==> config.mk <==
export PLATFORM = sky130hd
export DESIGN_NAME = sms_top
export DESIGN_NICKNAME = d
export VERILOG_FILES = /design/src/core/sms_pkg.sv /design/src/core/sms_fifo_if.sv /design/src/core/sms_fifo.sv /design/src/core/sms_div.sv /design/src/core/sms_top.sv
export VERILOG_INCLUDE_DIRS = /design/src /design/src/core
export SDC_FILE = /design/constraint.sdc
export NUM_CORES = 1
export LEC_CHECK = 0
export BUFFER_PORTS_ARGS = -buffer_cell sky130_fd_sc_hd__buf_2
export CORE_ASPECT_RATIO = 0.5
export CORE_MARGIN = 2
export CORE_UTILIZATION = 25
export DETAILED_ROUTE_END_ITERATION = 12
export GPL_ROUTABILITY_DRIVEN = 0
export GPL_TIMING_DRIVEN = 0
export MAX_ROUTING_LAYER = met4
export PLACE_DENSITY = 0.4
export SLEW_MARGIN = 20
export SYNTH_ARGS = -nofsm -noshare
export SYNTH_HDL_FRONTEND = slang
export SYNTH_SLANG_ARGS = --single-unit
==> constraint.sdc <==
create_clock -name i_clk_sys -period 10.8 [get_ports i_clk_sys]
set_clock_uncertainty 0.05 [all_clocks]
set_input_delay 2.16 -clock i_clk_sys [delete_from_list [all_inputs] [get_ports i_clk_sys]]
set_output_delay 2.16 -clock i_clk_sys [all_outputs]
set_load 0.02 [all_outputs]
==> src/core/sms_map.svh <==
`ifndef SMS_MAP_SVH
`define SMS_MAP_SVH

// Rates
`define SMS_SYS_HZ          25000000
`define SMS_SCLK_MIN_HZ     125000

// Half-period divisor minus one at the floor rate
`define SMS_DIV_MAX ((`SMS_SYS_HZ + 2*`SMS_SCLK_MIN_HZ - 1) / (2*`SMS_SCLK_MIN_HZ) - 1)
`define SMS_DIV_W           8

// Widths, depth and ceiling
`define SMS_WORD_W          32
`define SMS_BYTE_W          8
`define SMS_FIFO_DEPTH      16
`define SMS_FIFO_MAX        255
`define SMS_LEVEL_W         9

// Reset value and time-out width
`define SMS_SEL_IDLE        3'h7
`define SMS_TO_W            16

// Slave event flag positions
`define SMS_IRQ_RXNE        0
`define SMS_IRQ_TXE         1
`define SMS_IRQ_RXTH        2
`define SMS_IRQ_TXTH        3
`define SMS_IRQ_TXOV        4
`define SMS_IRQ_RXUN        5
`define SMS_IRQ_TXUN        6
`define SMS_IRQ_RXTO        7
`define SMS_IRQ_N           8

`endif

==> src/core/sms_pkg.sv <==
package sms_pkg;
  // Master transaction sequencer
  typedef enum logic [1:0] {
    MS_IDLE,
    MS_SETUP,
    MS_RUN,
    MS_HOLD
  } sms_mst_state_t;
endpackage

==> src/core/sms_fifo_if.sv <==
`timescale 1ns/1ps
`default_nettype none
`include "sms_map.svh"

interface sms_fifo_if #(
  parameter int WIDTH = `SMS_BYTE_W
);
  logic                    wr_valid;
  logic                    wr_ready;
  logic [WIDTH-1:0]        wr_data;
  logic                    rd_valid;
  logic                    rd_ready;
  logic [WIDTH-1:0]        rd_data;
  logic [`SMS_LEVEL_W-1:0] level;

  modport store (input wr_valid, wr_data, rd_ready,
                 output wr_ready, rd_valid, rd_data, level);
  modport user  (output wr_valid, wr_data, rd_ready,
                 input wr_ready, rd_valid, rd_data, level);
endinterface
`default_nettype wire

==> src/core/sms_fifo.sv <==
`timescale 1ns/1ps
`default_nettype none
`include "sms_map.svh"

module sms_fifo #(
  parameter int WIDTH = `SMS_BYTE_W,
  parameter int DEPTH = `SMS_FIFO_DEPTH
) (
  input  wire logic i_clk_sys,
  input  wire logic i_rst,
  sms_fifo_if.store q
);
  localparam int PW = $clog2(DEPTH);

  // Level must fit its field and the ceiling
  if (DEPTH < 2 || DEPTH > `SMS_FIFO_MAX || WIDTH < 1) begin : g_bad
    $error("sms_fifo: DEPTH must be 2..255");
  end

  logic [WIDTH-1:0] mem [DEPTH];
  logic [PW-1:0]    wp_ff;
  logic [PW-1:0]    rp_ff;
  logic [PW:0]      cnt_ff;
  logic [PW:0]      nxt_cnt;
  logic             full_n_ff;
  logic             out_v_ff;
  logic [WIDTH-1:0] out_d_ff;
  logic             do_wr;
  logic             do_ld;

  // Reader sees a flop, not the array
  assign do_wr      = q.wr_valid & full_n_ff;
  assign do_ld      = (cnt_ff != '0) & (~out_v_ff | q.rd_ready);
  assign nxt_cnt    = cnt_ff + {{PW{1'b0}}, do_wr} - {{PW{1'b0}}, do_ld};
  assign q.wr_ready = full_n_ff;
  assign q.rd_valid = out_v_ff;
  assign q.rd_data  = out_d_ff;
  assign q.level    = `SMS_LEVEL_W'(cnt_ff) + `SMS_LEVEL_W'(out_v_ff);

  // Storage array, written only when there is room
  always_ff @(posedge i_clk_sys) begin
    if (do_wr) begin
      mem[wp_ff] <= q.wr_data;
    end
  end

  // Pointers wrap at DEPTH, which need not be a power of two
  always_ff @(posedge i_clk_sys or posedge i_rst) begin
    if (i_rst) begin
      wp_ff <= '0;
      rp_ff <= '0;
    end else begin
      if (do_wr) begin
        wp_ff <= (wp_ff == PW'(DEPTH - 1)) ? '0 : wp_ff + 1'b1;
      end
      if (do_ld) begin
        rp_ff <= (rp_ff == PW'(DEPTH - 1)) ? '0 : rp_ff + 1'b1;
      end
    end
  end

  // Fill count and registered full flag
  always_ff @(posedge i_clk_sys or posedge i_rst) begin
    if (i_rst) begin
      cnt_ff    <= '0;
      full_n_ff <= 1'b1;
    end else begin
      cnt_ff    <= nxt_cnt;
      // Output register counts too, so DEPTH words in all
      full_n_ff <= (nxt_cnt + (PW+1)'(do_ld | (out_v_ff & ~q.rd_ready)))
                   != (PW+1)'(DEPTH);
    end
  end

  // Show-ahead output register
  always_ff @(posedge i_clk_sys or posedge i_rst) begin
    if (i_rst) begin
      out_v_ff <= 1'b0;
      out_d_ff <= '0;
    end else if (do_ld) begin
      out_v_ff <= 1'b1;
      out_d_ff <= mem[rp_ff];
    end else if (q.rd_ready) begin
      out_v_ff <= 1'b0;
    end
  end
endmodule
`default_nettype wire

==> src/core/sms_div.sv <==
`timescale 1ns/1ps
`default_nettype none
`include "sms_map.svh"

module sms_div #(
  parameter int W = `SMS_DIV_W
) (
  input  wire logic         i_clk_sys,
  input  wire logic         i_rst,
  input  wire logic         i_run,
  input  wire logic [W-1:0] i_half,
  output logic              o_tick
);
  if (W < 1) begin : g_bad
    $error("sms_div: W must be positive");
  end

  logic [W-1:0] cnt_ff;

  // Pulse every i_half+1 cycles
  always_ff @(posedge i_clk_sys or posedge i_rst) begin
    if (i_rst) begin
      cnt_ff <= '0;
      o_tick <= 1'b0;
    end else if (!i_run) begin
      cnt_ff <= '0;
      o_tick <= 1'b0;
    end else if (cnt_ff >= i_half) begin
      cnt_ff <= '0;
      o_tick <= 1'b1;
    end else begin
      cnt_ff <= cnt_ff + 1'b1;
      o_tick <= 1'b0;
    end
  end
endmodule
`default_nettype wire

==> src/core/sms_top.sv <==
// How it works
// - Divider sets the serial clock, 125 kHz floor.
// - Master shifts 1 to 32 bits per start.
// - Polarity and phase pick all four clock modes.
// - Launch on the phase edge, sample on the other.
// - Three active-low selects, two at most asserted.
// - Auto frames each transfer; manual holds selects.
// - LSB first or MSB first per transfer.
// - Words may be byte swapped.
// - Completion sets sticky done and a maskable interrupt.
// - Until enabled, master pins float with pull-ups.
// - Bits received equal bits sent, readable after.
// - Optional sampling half a serial period late.
// - Configure, select, then load and shift.
// - Selects active low; manual selects stay low.
// - Slave accepts serial clock up to 8 MHz.
// - Slave moves bytes; far master deselects per byte.
// - Slave FIFOs buffer up to 255 bytes each way.
// - Slave samples on rising clock, mode zero only.
// - Eight individually maskable slave event flags.
// - Receive time-out flags when data stops.
// - Slave shifts only while select is low.
`timescale 1ns/1ps
`default_nettype none
`include "sms_map.svh"

module sms_top
  import sms_pkg::*;
#(
  parameter int FIFO_DEPTH = `SMS_FIFO_DEPTH
) (
  input  wire logic                  i_clk_sys,
  input  wire logic                  i_rst,
  // Master configuration and data
  input  wire logic                  i_mst_enable,
  input  wire logic                  i_mst_cpol,
  input  wire logic                  i_mst_cpha,
  input  wire logic                  i_mst_lsb_first,
  input  wire logic                  i_mst_big_endian,
  input  wire logic                  i_mst_delay_sample,
  input  wire logic                  i_mst_auto_sel,
  input  wire logic [2:0]            i_mst_sel_mask,
  input  wire logic [`SMS_DIV_W-1:0] i_mst_div,
  input  wire logic [4:0]            i_mst_len,
  input  wire logic [31:0]           i_mst_tx_data,
  input  wire logic                  i_mst_start,
  input  wire logic                  i_mst_done_clr,
  input  wire logic                  i_mst_irq_en,
  output logic [31:0]                o_mst_rx_data,
  output logic                       o_mst_busy,
  output logic                       o_mst_done,
  output logic                       o_mst_irq,
  // Master pins
  output logic                       o_master_serial_clock,
  output logic                       o_master_serial_clock_oe,
  output logic                       o_master_data_out,
  output logic                       o_master_data_out_oe,
  input  wire logic                  i_master_data_in,
  output logic                       o_master_select_0_n,
  output logic                       o_master_select_1_n,
  output logic                       o_master_select_2_n,
  output logic                       o_master_select_oe,
  output logic                       o_master_pullup_en,
  // Slave configuration and status
  input  wire logic                  i_slv_enable,
  input  wire logic                  i_slv_lsb_first,
  input  wire logic [7:0]            i_slv_rx_thresh,
  input  wire logic [7:0]            i_slv_tx_thresh,
  input  wire logic [`SMS_TO_W-1:0]  i_slv_timeout,
  input  wire logic [`SMS_IRQ_N-1:0] i_slv_irq_mask,
  input  wire logic [`SMS_IRQ_N-1:0] i_slv_irq_clr,
  output logic [`SMS_IRQ_N-1:0]      o_slv_irq_flags,
  output logic                       o_slv_irq,
  // Slave data streams
  input  wire logic [7:0]            i_slv_tx_data,
  input  wire logic                  i_slv_tx_valid,
  output logic                       o_slv_tx_ready,
  output logic [7:0]                 o_slv_rx_data,
  output logic                       o_slv_rx_valid,
  input  wire logic                  i_slv_rx_ready,
  // Slave pins
  input  wire logic                  i_slave_serial_clock,
  input  wire logic                  i_slave_select_in_n,
  input  wire logic                  i_slave_data_in,
  output logic                       o_slave_data_out,
  output logic                       o_slave_data_out_oe
);
  if (FIFO_DEPTH < 2 || FIFO_DEPTH > `SMS_FIFO_MAX) begin : g_bad
    $error("sms_top: FIFO_DEPTH must be 2..255");
  end

  // Byte swap for load and result
  function automatic logic [31:0] sms_swap(input logic [31:0] w,
                                           input logic        en);
    sms_swap = en ? {w[7:0], w[15:8], w[23:16], w[31:24]} : w;
  endfunction

  localparam logic [`SMS_DIV_W-1:0] DIV_MAX = `SMS_DIV_W'(`SMS_DIV_MAX);

  // Master
  sms_mst_state_t    st_ff;
  logic [`SMS_DIV_W-1:0] half;
  logic              tick;
  logic [5:0]        edge_ff;
  logic [31:0]       tx_sh_ff;
  logic [31:0]       rx_sh_ff;
  logic [31:0]       rx_cap;
  logic [31:0]       rx_aligned;
  logic              pend_ff;
  logic              leading;
  logic              sample_now;
  logic              launch_now;
  logic              cap_now;
  logic              fin;
  logic [4:0]        sa;
  logic [2:0]        sel_lim;
  logic              sel_act;

  // Clamp keeps the floor rate
  assign half = (i_mst_div > DIV_MAX) ? DIV_MAX : i_mst_div;

  sms_div #(
    .W (`SMS_DIV_W)
  ) u_div (
    .i_clk_sys (i_clk_sys),
    .i_rst     (i_rst),
    .i_run     (st_ff != MS_IDLE),
    .i_half    (half),
    .o_tick    (tick)
  );

  // Edge bookkeeping; even edge counts are leading edges
  assign leading    = ~edge_ff[0];
  assign sample_now = (st_ff == MS_RUN) & tick & (leading ^ i_mst_cpha);
  assign launch_now = tick & (((st_ff == MS_SETUP) & ~i_mst_cpha) |
                     ((st_ff == MS_RUN) & ~(leading ^ i_mst_cpha)));
  assign cap_now    = i_mst_delay_sample ? (pend_ff & tick) : sample_now;
  assign fin        = (st_ff == MS_HOLD) & tick;
  assign sa         = ~i_mst_len; // 31 minus i_mst_len

  // Received bit enters at the far end
  always_comb begin
    rx_cap = rx_sh_ff;
    if (cap_now) begin
      rx_cap = i_mst_lsb_first ? {i_master_data_in, rx_sh_ff[31:1]}
                               : {rx_sh_ff[30:0], i_master_data_in};
    end
    rx_aligned = i_mst_lsb_first ? (rx_cap >> sa) : rx_cap;
  end

  // Sequencer: setup half period, 2N edges, hold half period
  always_ff @(posedge i_clk_sys or posedge i_rst) begin
    if (i_rst) begin
      st_ff   <= MS_IDLE;
      edge_ff <= '0;
    end else if (!i_mst_enable) begin
      st_ff   <= MS_IDLE;
      edge_ff <= '0;
    end else begin
      case (st_ff)
        MS_IDLE: begin
          edge_ff <= '0;
          if (i_mst_start) begin
            st_ff <= MS_SETUP;
          end
        end
        MS_SETUP: begin
          if (tick) begin
            st_ff <= MS_RUN;
          end
        end
        MS_RUN: begin
          if (tick) begin
            edge_ff <= edge_ff + 1'b1;
            if (edge_ff == {i_mst_len, 1'b1}) begin
              st_ff <= MS_HOLD;
            end
          end
        end
        MS_HOLD: begin
          if (tick) begin
            st_ff <= MS_IDLE;
          end
        end
        default: begin
          st_ff <= MS_IDLE;
        end
      endcase
    end
  end

  // Clock rests at polarity, toggles per tick in MS_RUN
  always_ff @(posedge i_clk_sys or posedge i_rst) begin
    if (i_rst) begin
      o_master_serial_clock <= 1'b0;
    end else if (st_ff == MS_RUN && tick) begin
      o_master_serial_clock <= ~o_master_serial_clock;
    end else if (st_ff == MS_IDLE) begin
      o_master_serial_clock <= i_mst_cpol;
    end
  end

  // Transmit shifter, first bit at the exit
  always_ff @(posedge i_clk_sys or posedge i_rst) begin
    if (i_rst) begin
      tx_sh_ff          <= '0;
      o_master_data_out <= 1'b0;
    end else if (st_ff == MS_IDLE && i_mst_start && i_mst_enable) begin
      tx_sh_ff <= i_mst_lsb_first ? sms_swap(i_mst_tx_data, i_mst_big_endian)
                : (sms_swap(i_mst_tx_data, i_mst_big_endian) << sa);
    end else if (launch_now) begin
      o_master_data_out <= i_mst_lsb_first ? tx_sh_ff[0] : tx_sh_ff[31];
      tx_sh_ff <= i_mst_lsb_first ? {1'b0, tx_sh_ff[31:1]}
                                  : {tx_sh_ff[30:0], 1'b0};
    end
  end

  // Delayed sample waits one tick
  always_ff @(posedge i_clk_sys or posedge i_rst) begin
    if (i_rst) begin
      rx_sh_ff <= '0;
      pend_ff  <= 1'b0;
    end else if (st_ff == MS_IDLE) begin
      rx_sh_ff <= '0;
      pend_ff  <= 1'b0;
    end else begin
      rx_sh_ff <= rx_cap;
      if (sample_now && i_mst_delay_sample) begin
        pend_ff <= 1'b1;
      end else if (cap_now) begin
        pend_ff <= 1'b0;
      end
    end
  end

  // Result, busy, sticky done; completion beats a clear
  always_ff @(posedge i_clk_sys or posedge i_rst) begin
    if (i_rst) begin
      o_mst_rx_data <= '0;
      o_mst_busy    <= 1'b0;
      o_mst_done    <= 1'b0;
      o_mst_irq     <= 1'b0;
    end else begin
      o_mst_busy <= (st_ff != MS_IDLE) && i_mst_enable &&
                    !(fin && (st_ff == MS_HOLD));
      if (fin) begin
        o_mst_rx_data <= sms_swap(rx_aligned, i_mst_big_endian);
      end
      o_mst_done <= fin | (o_mst_done & ~i_mst_done_clr);
      o_mst_irq  <= (fin | (o_mst_done & ~i_mst_done_clr)) & i_mst_irq_en;
    end
  end

  // A third select request drops the highest
  assign sel_lim = (i_mst_sel_mask == 3'h7) ? 3'h3 : i_mst_sel_mask;
  // Auto frames the transfer; manual follows the mask alone
  assign sel_act = i_mst_auto_sel ? (st_ff != MS_IDLE) : 1'b1;

  // Pull-ups until enabled
  always_ff @(posedge i_clk_sys or posedge i_rst) begin
    if (i_rst) begin
      {o_master_select_2_n, o_master_select_1_n, o_master_select_0_n}
        <= `SMS_SEL_IDLE;
      o_master_serial_clock_oe <= 1'b0;
      o_master_data_out_oe     <= 1'b0;
      o_master_select_oe       <= 1'b0;
      o_master_pullup_en       <= 1'b1;
    end else begin
      {o_master_select_2_n, o_master_select_1_n, o_master_select_0_n}
        <= i_mst_enable ? ~(sel_lim & {3{sel_act}}) : `SMS_SEL_IDLE;
      o_master_serial_clock_oe <= i_mst_enable;
      o_master_data_out_oe     <= i_mst_enable;
      o_master_select_oe       <= i_mst_enable;
      o_master_pullup_en       <= ~i_mst_enable;
    end
  end

  // Slave
  sms_fifo_if #(.WIDTH(`SMS_BYTE_W)) txq ();
  sms_fifo_if #(.WIDTH(`SMS_BYTE_W)) rxq ();

  sms_fifo #(
    .WIDTH (`SMS_BYTE_W),
    .DEPTH (FIFO_DEPTH)
  ) u_txq (
    .i_clk_sys (i_clk_sys),
    .i_rst     (i_rst),
    .q         (txq)
  );

  sms_fifo #(
    .WIDTH (`SMS_BYTE_W),
    .DEPTH (FIFO_DEPTH)
  ) u_rxq (
    .i_clk_sys (i_clk_sys),
    .i_rst     (i_rst),
    .q         (rxq)
  );

  logic                 sclk_prev_ff;
  logic                 sel_prev_ff;
  logic                 rise;
  logic                 fall;
  logic                 sel_fall;
  logic [7:0]           s_tx_ff;
  logic [7:0]           s_rx_ff;
  logic [7:0]           s_rx_byte;
  logic [2:0]           s_bit_ff;
  logic                 push_ff;
  logic [7:0]           push_d_ff;
  logic [`SMS_TO_W-1:0] to_ff;
  logic                 to_evt;
  logic [`SMS_IRQ_N-1:0] set;
  logic [`SMS_IRQ_N-1:0] nxt_flags;

  // Pins are synchronous; one delay gives the edges
  assign sel_fall = i_slv_enable & ~i_slave_select_in_n & sel_prev_ff;
  assign rise = i_slv_enable & ~i_slave_select_in_n &
                i_slave_serial_clock & ~sclk_prev_ff;
  assign fall = i_slv_enable & ~i_slave_select_in_n &
                ~i_slave_serial_clock & sclk_prev_ff;
  assign s_rx_byte = i_slv_lsb_first ? {i_slave_data_in, s_rx_ff[7:1]}
                                     : {s_rx_ff[6:0], i_slave_data_in};

  // Full receive FIFO drops bytes: the far master cannot wait
  assign txq.wr_valid = i_slv_tx_valid;
  assign txq.wr_data  = i_slv_tx_data;
  assign txq.rd_ready = sel_fall;
  assign rxq.wr_valid = push_ff;
  assign rxq.wr_data  = push_d_ff;
  assign rxq.rd_ready = i_slv_rx_ready;
  assign o_slv_tx_ready = txq.wr_ready;
  assign o_slv_rx_valid = rxq.rd_valid;
  assign o_slv_rx_data  = rxq.rd_data;

  always_ff @(posedge i_clk_sys or posedge i_rst) begin
    if (i_rst) begin
      sclk_prev_ff <= 1'b0;
      sel_prev_ff  <= 1'b1;
    end else begin
      sclk_prev_ff <= i_slave_serial_clock;
      sel_prev_ff  <= i_slave_select_in_n;
    end
  end

  // Load at select fall, sample on rise, launch on fall
  always_ff @(posedge i_clk_sys or posedge i_rst) begin
    if (i_rst) begin
      s_tx_ff          <= '0;
      s_rx_ff          <= '0;
      s_bit_ff         <= '0;
      push_ff          <= 1'b0;
      push_d_ff        <= '0;
      o_slave_data_out <= 1'b0;
    end else begin
      push_ff <= 1'b0;
      if (sel_fall) begin
        s_bit_ff <= '0;
        s_tx_ff  <= txq.rd_valid ? txq.rd_data : 8'h00;
        o_slave_data_out <= txq.rd_valid ?
          (i_slv_lsb_first ? txq.rd_data[0] : txq.rd_data[7]) : 1'b0;
      end else if (rise) begin
        s_rx_ff  <= s_rx_byte;
        s_bit_ff <= s_bit_ff + 1'b1;
        if (s_bit_ff == 3'h7) begin
          push_ff   <= 1'b1;
          push_d_ff <= s_rx_byte;
        end
      end else if (fall) begin
        s_tx_ff <= i_slv_lsb_first ? {1'b0, s_tx_ff[7:1]}
                                   : {s_tx_ff[6:0], 1'b0};
        o_slave_data_out <= i_slv_lsb_first ? s_tx_ff[1] : s_tx_ff[6];
      end
    end
  end

  // Drive the return line only while selected
  always_ff @(posedge i_clk_sys or posedge i_rst) begin
    if (i_rst) begin
      o_slave_data_out_oe <= 1'b0;
    end else begin
      o_slave_data_out_oe <= i_slv_enable & ~i_slave_select_in_n;
    end
  end

  // Time-out counter; zero period disables it
  assign to_evt = i_slv_enable && (i_slv_timeout != '0) && !push_ff &&
                  rxq.rd_valid && (to_ff == i_slv_timeout - 1'b1);
  always_ff @(posedge i_clk_sys or posedge i_rst) begin
    if (i_rst) begin
      to_ff <= '0;
    end else if (push_ff || rxq.level == '0) begin
      to_ff <= '0;
    end else if (to_ff != i_slv_timeout) begin
      to_ff <= to_ff + 1'b1;
    end
  end

  // A set in the clear cycle survives
  always_comb begin
    set                = '0;
    set[`SMS_IRQ_RXNE] = rxq.level != '0;
    set[`SMS_IRQ_TXE]  = txq.level == '0;
    set[`SMS_IRQ_RXTH] = rxq.level > {1'b0, i_slv_rx_thresh};
    set[`SMS_IRQ_TXTH] = txq.level < {1'b0, i_slv_tx_thresh};
    set[`SMS_IRQ_TXOV] = i_slv_tx_valid & ~txq.wr_ready;
    set[`SMS_IRQ_RXUN] = i_slv_rx_ready & ~rxq.rd_valid;
    set[`SMS_IRQ_TXUN] = sel_fall & ~txq.rd_valid;
    set[`SMS_IRQ_RXTO] = to_evt;
    set       = set & {`SMS_IRQ_N{i_slv_enable}};
    nxt_flags = (o_slv_irq_flags & ~i_slv_irq_clr) | set;
  end

  always_ff @(posedge i_clk_sys or posedge i_rst) begin
    if (i_rst) begin
      o_slv_irq_flags <= '0;
      o_slv_irq       <= 1'b0;
    end else begin
      o_slv_irq_flags <= nxt_flags;
      o_slv_irq       <= |(nxt_flags & i_slv_irq_mask);
    end
  end
endmodule
`default_nettype wire

==> results of run 1 <==
[cell usage in the layout (no fill, tap or decap), drive strengths merged, types with 32 or more instances in the layout]
cell type	synthesis	layout
buf	59	242
mux4	134	134
clkbuf	83	139
and2	32	32
edfxtp	256	256
ha	67	67
o21ai	128	128
nand3	36	36
mux2i	144	144
mux2	89	89
a21oi	103	103
nor2	184	184
inv	70	74
xor2	40	40
nor3	33	33
nand2	231	231
dfrtp	220	220
[per-stage QoR]
stage | cell area [um^2] | instances | util (%) | setup slack (ps) | setup TNS (ps)
global route | 31000 | 3934 | 29.4 | 4620 | 0
CTS | 31000 | 3932 | 29.4 | 4950 | 0
floorplan | 26600 | 2239 | - | 2380 | 0
detailed placement | 29300 | 3841 | 27.9 | 4270 | 0
finish | 31000 | 3934 | 29.4 | 4970 | 0
global placement | 29300 | 3838 | 27.8 | -1620 | -346540
[where the power goes]
group	internal [mW]	switching (mW)	total (mW)
combinational	0.719	0.981	1.70
sequential	2.16	0.174	2.34
clock	0.983	0.789	1.77
total	3.87	1.94	5.81
[cell type report]
class | count | area (um^2) | share of cell area, %
antenna | 2 | 5.00 | 0.0162
buffer | 142 | 612 | 1.98
clock buffer | 56 | 1280 | 4.14
clock inverter | 35 | 353 | 1.14
inverter | 75 | 289 | 0.933
multi-input combinational | 1539 | 12300 | 39.8
sequential | 483 | 13400 | 43.2
tap | 1419 | 1780 | 5.73
timing repair buffer | 183 | 963 | 3.11
[worst paths after layout]
check / startpoint / endpoint / slack [ps]
worst max-delay path: i_slv_enable / u_txq.q.wr_ready / 4970
worst min-delay path: o_mst_rx_data[7] / o_mst_rx_data[7] / 430
worst max register to register: u_rxq.cnt_ff[2] / u_rxq.q.wr_ready / 6090
worst min register to register: o_mst_rx_data[7] / o_mst_rx_data[7] / 430
max in group asynchronous: i_rst / u_txq.q.wr_ready / 7940
min in group asynchronous: i_rst / tx_sh_ff[12] / 1510
[worst min-delay path, stage by stage, from the launching register on]
cell	delay, ps
dfrtp_1	340
nand2_1	50
o21ai_1	60
[per-layer routing]
| metal | GRT usage, % | up-vias | share of wire [%] |
|---|---|---|---|
| li1 | - | 8865 | - |
| met1 | 21.4 | 9781 | 47 |
| met2 | 25.6 | 423 | 47 |
| met3 | 2.21 | 97 | 4.0 |
| met4 | 3.33 | 0 | 1.9 |
| met5 | - | - | 0 |
[logic make-up (layout without fill, tap and decap cells)]
logic type / after synthesis / in the layout / share of synthesized area (%)
other: 1 / 3 / 0.0141
muxes: 367 / 367 / 20.6
adders and majority gates: 69 / 69 / 3.30
AOI/OAI and AO/OA: 423 / 423 / 9.94
DFF: 483 / 483 / 50.3
buffers and inverters: 217 / 491 / 3.36
and+or+nand+nor: 613 / 613 / 10.3
xor gates and xnor gates: 66 / 66 / 2.20
[sequential cells by signal, summed over array words and instances, names as in the netlist, 16 cells and up]
register and cells:
u_txq.mem 128, u_rxq.mem 128, to_ff 16, rx_sh_ff 32, o_mst_rx_data 32, tx_sh_ff 32
==> results.cfg, run 1 <==
[sta]
rsz0062_at_grt = false
max_freq_mhz = 172
setup_viol_count_final = 0
worst_slew_pin_slew_ps = 1060
finalMaxSlewViolations = 0
hold_slack_ps = 434
slew-limit-headroom_pct = 29.4
final_critical_period_ps = 5830
timing.final.hold_violations = 0
final.period_utilization_pct = 54.0

[logic_synthesis]
synth-edff-count = 256
yosys.cell_count.top_type = edfxtp_1
yosysSeqAreaShare_pct = 50.3
dominantRegCellSynth = edfxtp_1
yosys_register_bits = 483
ys_top_cells_by_count = edfxtp_1, nand2_1, dfrtp_1
async_reset_ff_share_pct = 47.0
post-synth-top-area-fraction_pct = 28.9
synth_warnings = 0
syn-mean-instance-area_um2 = 11.9
synth.distinct_cells = 74
synth_cells = 2239
synth_area_um2 = 26600
postSynthNetCount = 2432
synth_top_area_cell = edfxtp_1
netlist_top_cells_area = edfxtp_1, dfrtp_1, mux4_2

[pwr]
total_power_divided_by_cell_area_nw_per_um2 = 188
leakagePower_nw = 11.5
power.total_mw = 5.81
power.ir.vdd_worst_mv = 0.121

[setup_path]
worst-path-buf-inv = 4
worst_path_dominant_cell_family = buffers and inverters
timing.critical_path.slowest_stage_cell = clkbuf_1
cpPeakStageDelay_ps = 550
critical_path_peak_fanout = 10
setup.worst_path.class = primary input to flip-flop
cell_count_along_the_critical_path = 17
worst_setup_path_start_kind = primary input
reg2reg_depth = 16
worst_path_cell_chain = clkbuf_1 -> nand2b_1 -> inv_1 -> nand2_1 -> a21oi_1 -> clkbuf_1 -> ha_1 -> inv_1 -> ha_1 -> fa_1 -> a21oi_1 -> o21bai_1 -> xor2_1 -> nand4_1 -> nand2_1 -> a31oi_1 -> or3_1
critPathCaptureType = flip-flop
worst-endpoint-arrival_ps = 6330
required_ps = 11310

[route]
final_antenna_net_count = 0
avg_vias_per_cell = 4.87
detail_route.iter0.violations = 1253
drtPass1Iterations = 5
drc_errors = 0
wl_per_cell_um = 21.8
detail_route.wirelength_mm = 85.6
detailroute.via_count = 19200

[layout]
layout-area-overhead-vs-synth_pct = 16.5
net_count_final = 2666
count_of_filler_cells_inserted_in_the_layout = 10800
layout_cell_share_with_drive_strength_beyond_1_pct = 21.3

[global_routing]
via_count_of_the_first_global_routing_pass = 19000
globalRouteOverflowTotal = 0
grt_first_pass_wirelength_mm = 128
grt_start_max_net_pins = 93
groute.usage.overall_pct = 15.9
initial_antenna_violation_count = 2

[placed_design]
buffers_added_on_ports = 180
dpl.hpwl_mm = 64.1

[floorplanning]
fp.coreArea_um2 = 105000
design.die.area_um2 = 109000
number_of_core_rows = 84
start_util_pct = 25.3
chip_width_um = 465
ios = 189
die_h_um = 235

[cts]
post_cts_hold_buffer_count = 0
clkSlewWorstSetupHoldPaths_ps = 60
clock-sinks = 483
tritoncts = built
ctsRootBufferMaster = clkbuf_16
numCtsBuffers = 49
clock_insertion_delay_worst_skew_ps = 630
clock_tree.htree_level_count = 2
postCtsSetupRepairBufs = 0
max-clock-path-buffers = 3
post_cts_resized = 0

[min_path]
worstHoldPathType = flip-flop to flip-flop
min_path_cells = 2

[flow_run]
drv.max_cap_violation_count = 0

[status]
status = complete, no violations
Note: power is estimated with default switching activity, not from simulation.
==> run 2, diff against run 1 <==
--- a/config.mk
+++ b/config.mk
@@ -14,7 +14,7 @@
 export GPL_ROUTABILITY_DRIVEN = 0
 export GPL_TIMING_DRIVEN = 0
 export MAX_ROUTING_LAYER = met4
-export PLACE_DENSITY = 0.4
+export PLACE_DENSITY = 0.41
 export SLEW_MARGIN = 20
 export SYNTH_ARGS = -nofsm -noshare
 export SYNTH_HDL_FRONTEND = slang
==> constraint.sdc (replaced) <==
create_clock -name i_clk_sys -period 5.2 [get_ports i_clk_sys]
set_clock_uncertainty 0.05 [all_clocks]
set_input_delay 1.04 -clock i_clk_sys [delete_from_list [all_inputs] [get_ports i_clk_sys]]
set_output_delay 1.04 -clock i_clk_sys [all_outputs]
set_load 0.02 [all_outputs]
==> results.cfg, run 2 (synthesized netlist as in run 1, its figures left out) <==
[sta]
final.setup.tns_ps = 0
final_critical_period_ps = 4870
hold_slack_ps = 329
final_critical_path_setup_slack_ps = 331
slew-limit-headroom_pct = 26.9
setup_viol_count_final = 0
timing.final.hold_violations = 0
max_freq_mhz = 205
worst_slew_pin_slew_ps = 1100
finalMaxSlewViolations = 0
rsz0062_at_grt = false
final.period_utilization_pct = 93.6

[cts]
max-clock-path-buffers = 3
post_cts_resized = 0
clock_insertion_delay_worst_skew_ps = 630
tritoncts = built
postCtsSetupRepairBufs = 0
clock_tree.htree_level_count = 2
numCtsBuffers = 50
post_cts_hold_buffer_count = 0
clkSlewWorstSetupHoldPaths_ps = 70
clock-sinks = 483
ctsRootBufferMaster = clkbuf_16

[pwr]
power.ir.vdd_worst_mv = 0.286
total_power_divided_by_cell_area_nw_per_um2 = 393
leakagePower_nw = 11.6

[floorplanning]
ios = 189
chip_width_um = 465
design.die.area_um2 = 109000
die_h_um = 235
number_of_core_rows = 84
fp.coreArea_um2 = 105000
start_util_pct = 25.3

[global_routing]
via_count_of_the_first_global_routing_pass = 18900
grt.met3_usage_pct = 2.66
global_route.usage.met1_pct = 21.2
grt_util_met2_pct = 24.6
grt_first_pass_wirelength_mm = 126
initial_antenna_violation_count = 6
groute.usage.overall_pct = 15.8
grt_most_used_layer = met2
grt_start_max_net_pins = 31
globalRouteOverflowTotal = 0

[setup_path]
worst-endpoint-arrival_ps = 5350
critPathCaptureType = flip-flop
worst_path_cell_chain = inv_1 -> ha_1 -> nor4b_1 -> a21oi_1 -> clkbuf_1 -> ha_1 -> inv_1 -> ha_1 -> fa_1 -> a21oi_1 -> o21bai_1 -> xor2_1 -> a211o_1 -> nand2_1 -> a31oi_1 -> or3_1
cpPeakStageDelay_ps = 850
setup.worst_path.class = flip-flop to flip-flop
worst_setup_path_start_kind = flip-flop
timing.critical_path.slowest_stage_cell = a21oi_1
cp_common_cell = ha_1
critical_path_peak_fanout = 10
required_ps = 5680
r2r_slack_ps = 330

[layout]
layout_cell_share_with_drive_strength_beyond_1_pct = 21.3
layout-area-overhead-vs-synth_pct = 17.4
total_area_of_multi_input_combinational_cells_um2 = 12300
layoutNonFillerInstCount = 3943
area.sequential_um2 = 13400
net_count_final = 2674
count_of_filler_cells_inserted_in_the_layout = 10800
layout_commonest_cell = edfxtp_1
layout_top_registers = u_rxq.mem (128), u_txq.mem (128)
layout.cells.most_common_list = edfxtp_1, nand2_1, dfrtp_1, buf_2, nor2_1

[route]
wl_per_cell_um = 21.4
detail_route.iter0.violations = 1523
detailroute.via_count = 19200
drc_errors = 0
avg_vias_per_cell = 4.87
drtPass1Iterations = 7
detail_route.wirelength_mm = 84.5
final_antenna_net_count = 0

[flow_run]
drv.max_cap_violation_count = 0

[placed_design]
placedCellCount = 3848
buffers_added_on_ports = 180
dpl.hpwl_mm = 63.4
place_ws_ps = -18.7

[status]
status = complete, no violations

[min_path]
worstHoldPathType = primary input to async pin
-- run 2: changes by cell type in the layout (fill, tap and decap cells not counted), sizes merged --
cell	before	now
clkinv	25	21
clkinvlp	6	4
buf	242	249
bufinv	5	7
clkbuf	139	147
inv	74	72
-- run 2: per-layer routing --
layer,up-vias,wire (um)
met3,128,4220
met1,9669,38900
met2,504,39200
met4,0,2180
li1,8897,-
met5,-,0
-- run 2: per-stage QoR --
stage	instance area (um^2)	total power, mW	util, %
after CTS	31200	12.5	29.7
after detailed placement	29500	8.51	28.0
after global placement	29300	8.48	27.8
after global routing	31200	13.0	29.7
final	31200	12.3	29.7
after floorplan	26600	7.38	-
-- run 2: worst max-delay path, delay by kind of cell, from the launching register on --
family | cells | cell delay [ps]
xor+xnor | 1 | 200
simple gates | 3 | 630
fa+ha+maj | 4 | 1090
flops | 1 | 440
buf+inv | 3 | 860
compound gates | 5 | 1480
-- run 2: worst paths after layout --
path                                             from                    end  cells after the start
worst max-delay path                  u_rxq.cnt_ff[2]       u_rxq.q.wr_ready                     16
worst min-delay path                            i_rst           tx_sh_ff[27]                      2
worst max register to register        u_rxq.cnt_ff[2]       u_rxq.q.wr_ready                     16
worst min register to register  o_master_serial_clock  o_master_serial_clock                      1
max in group asynchronous                       i_rst       u_txq.q.wr_ready                      7
min in group i_clk_sys          o_master_serial_clock  o_master_serial_clock                      1
-- run 2: cell type report --
cell class,count,share of cell area (%)
sequential,483,42.9
tap,1419,5.69
timing repair buffer,190,3.54
antenna,2,0.0160
buffer,142,1.96
clock inverter,29,1.27
inverter,75,0.914
clock buffer,64,4.28
multi-input combinational,1539,39.5
-- run 2: power breakdown --
part           switching (mW)  total (mW)  internal (mW)
combinational            2.05        3.55           1.50
clock                    1.68        3.87           2.19
sequential              0.355        4.85           4.49
total                    4.09        12.3           8.19
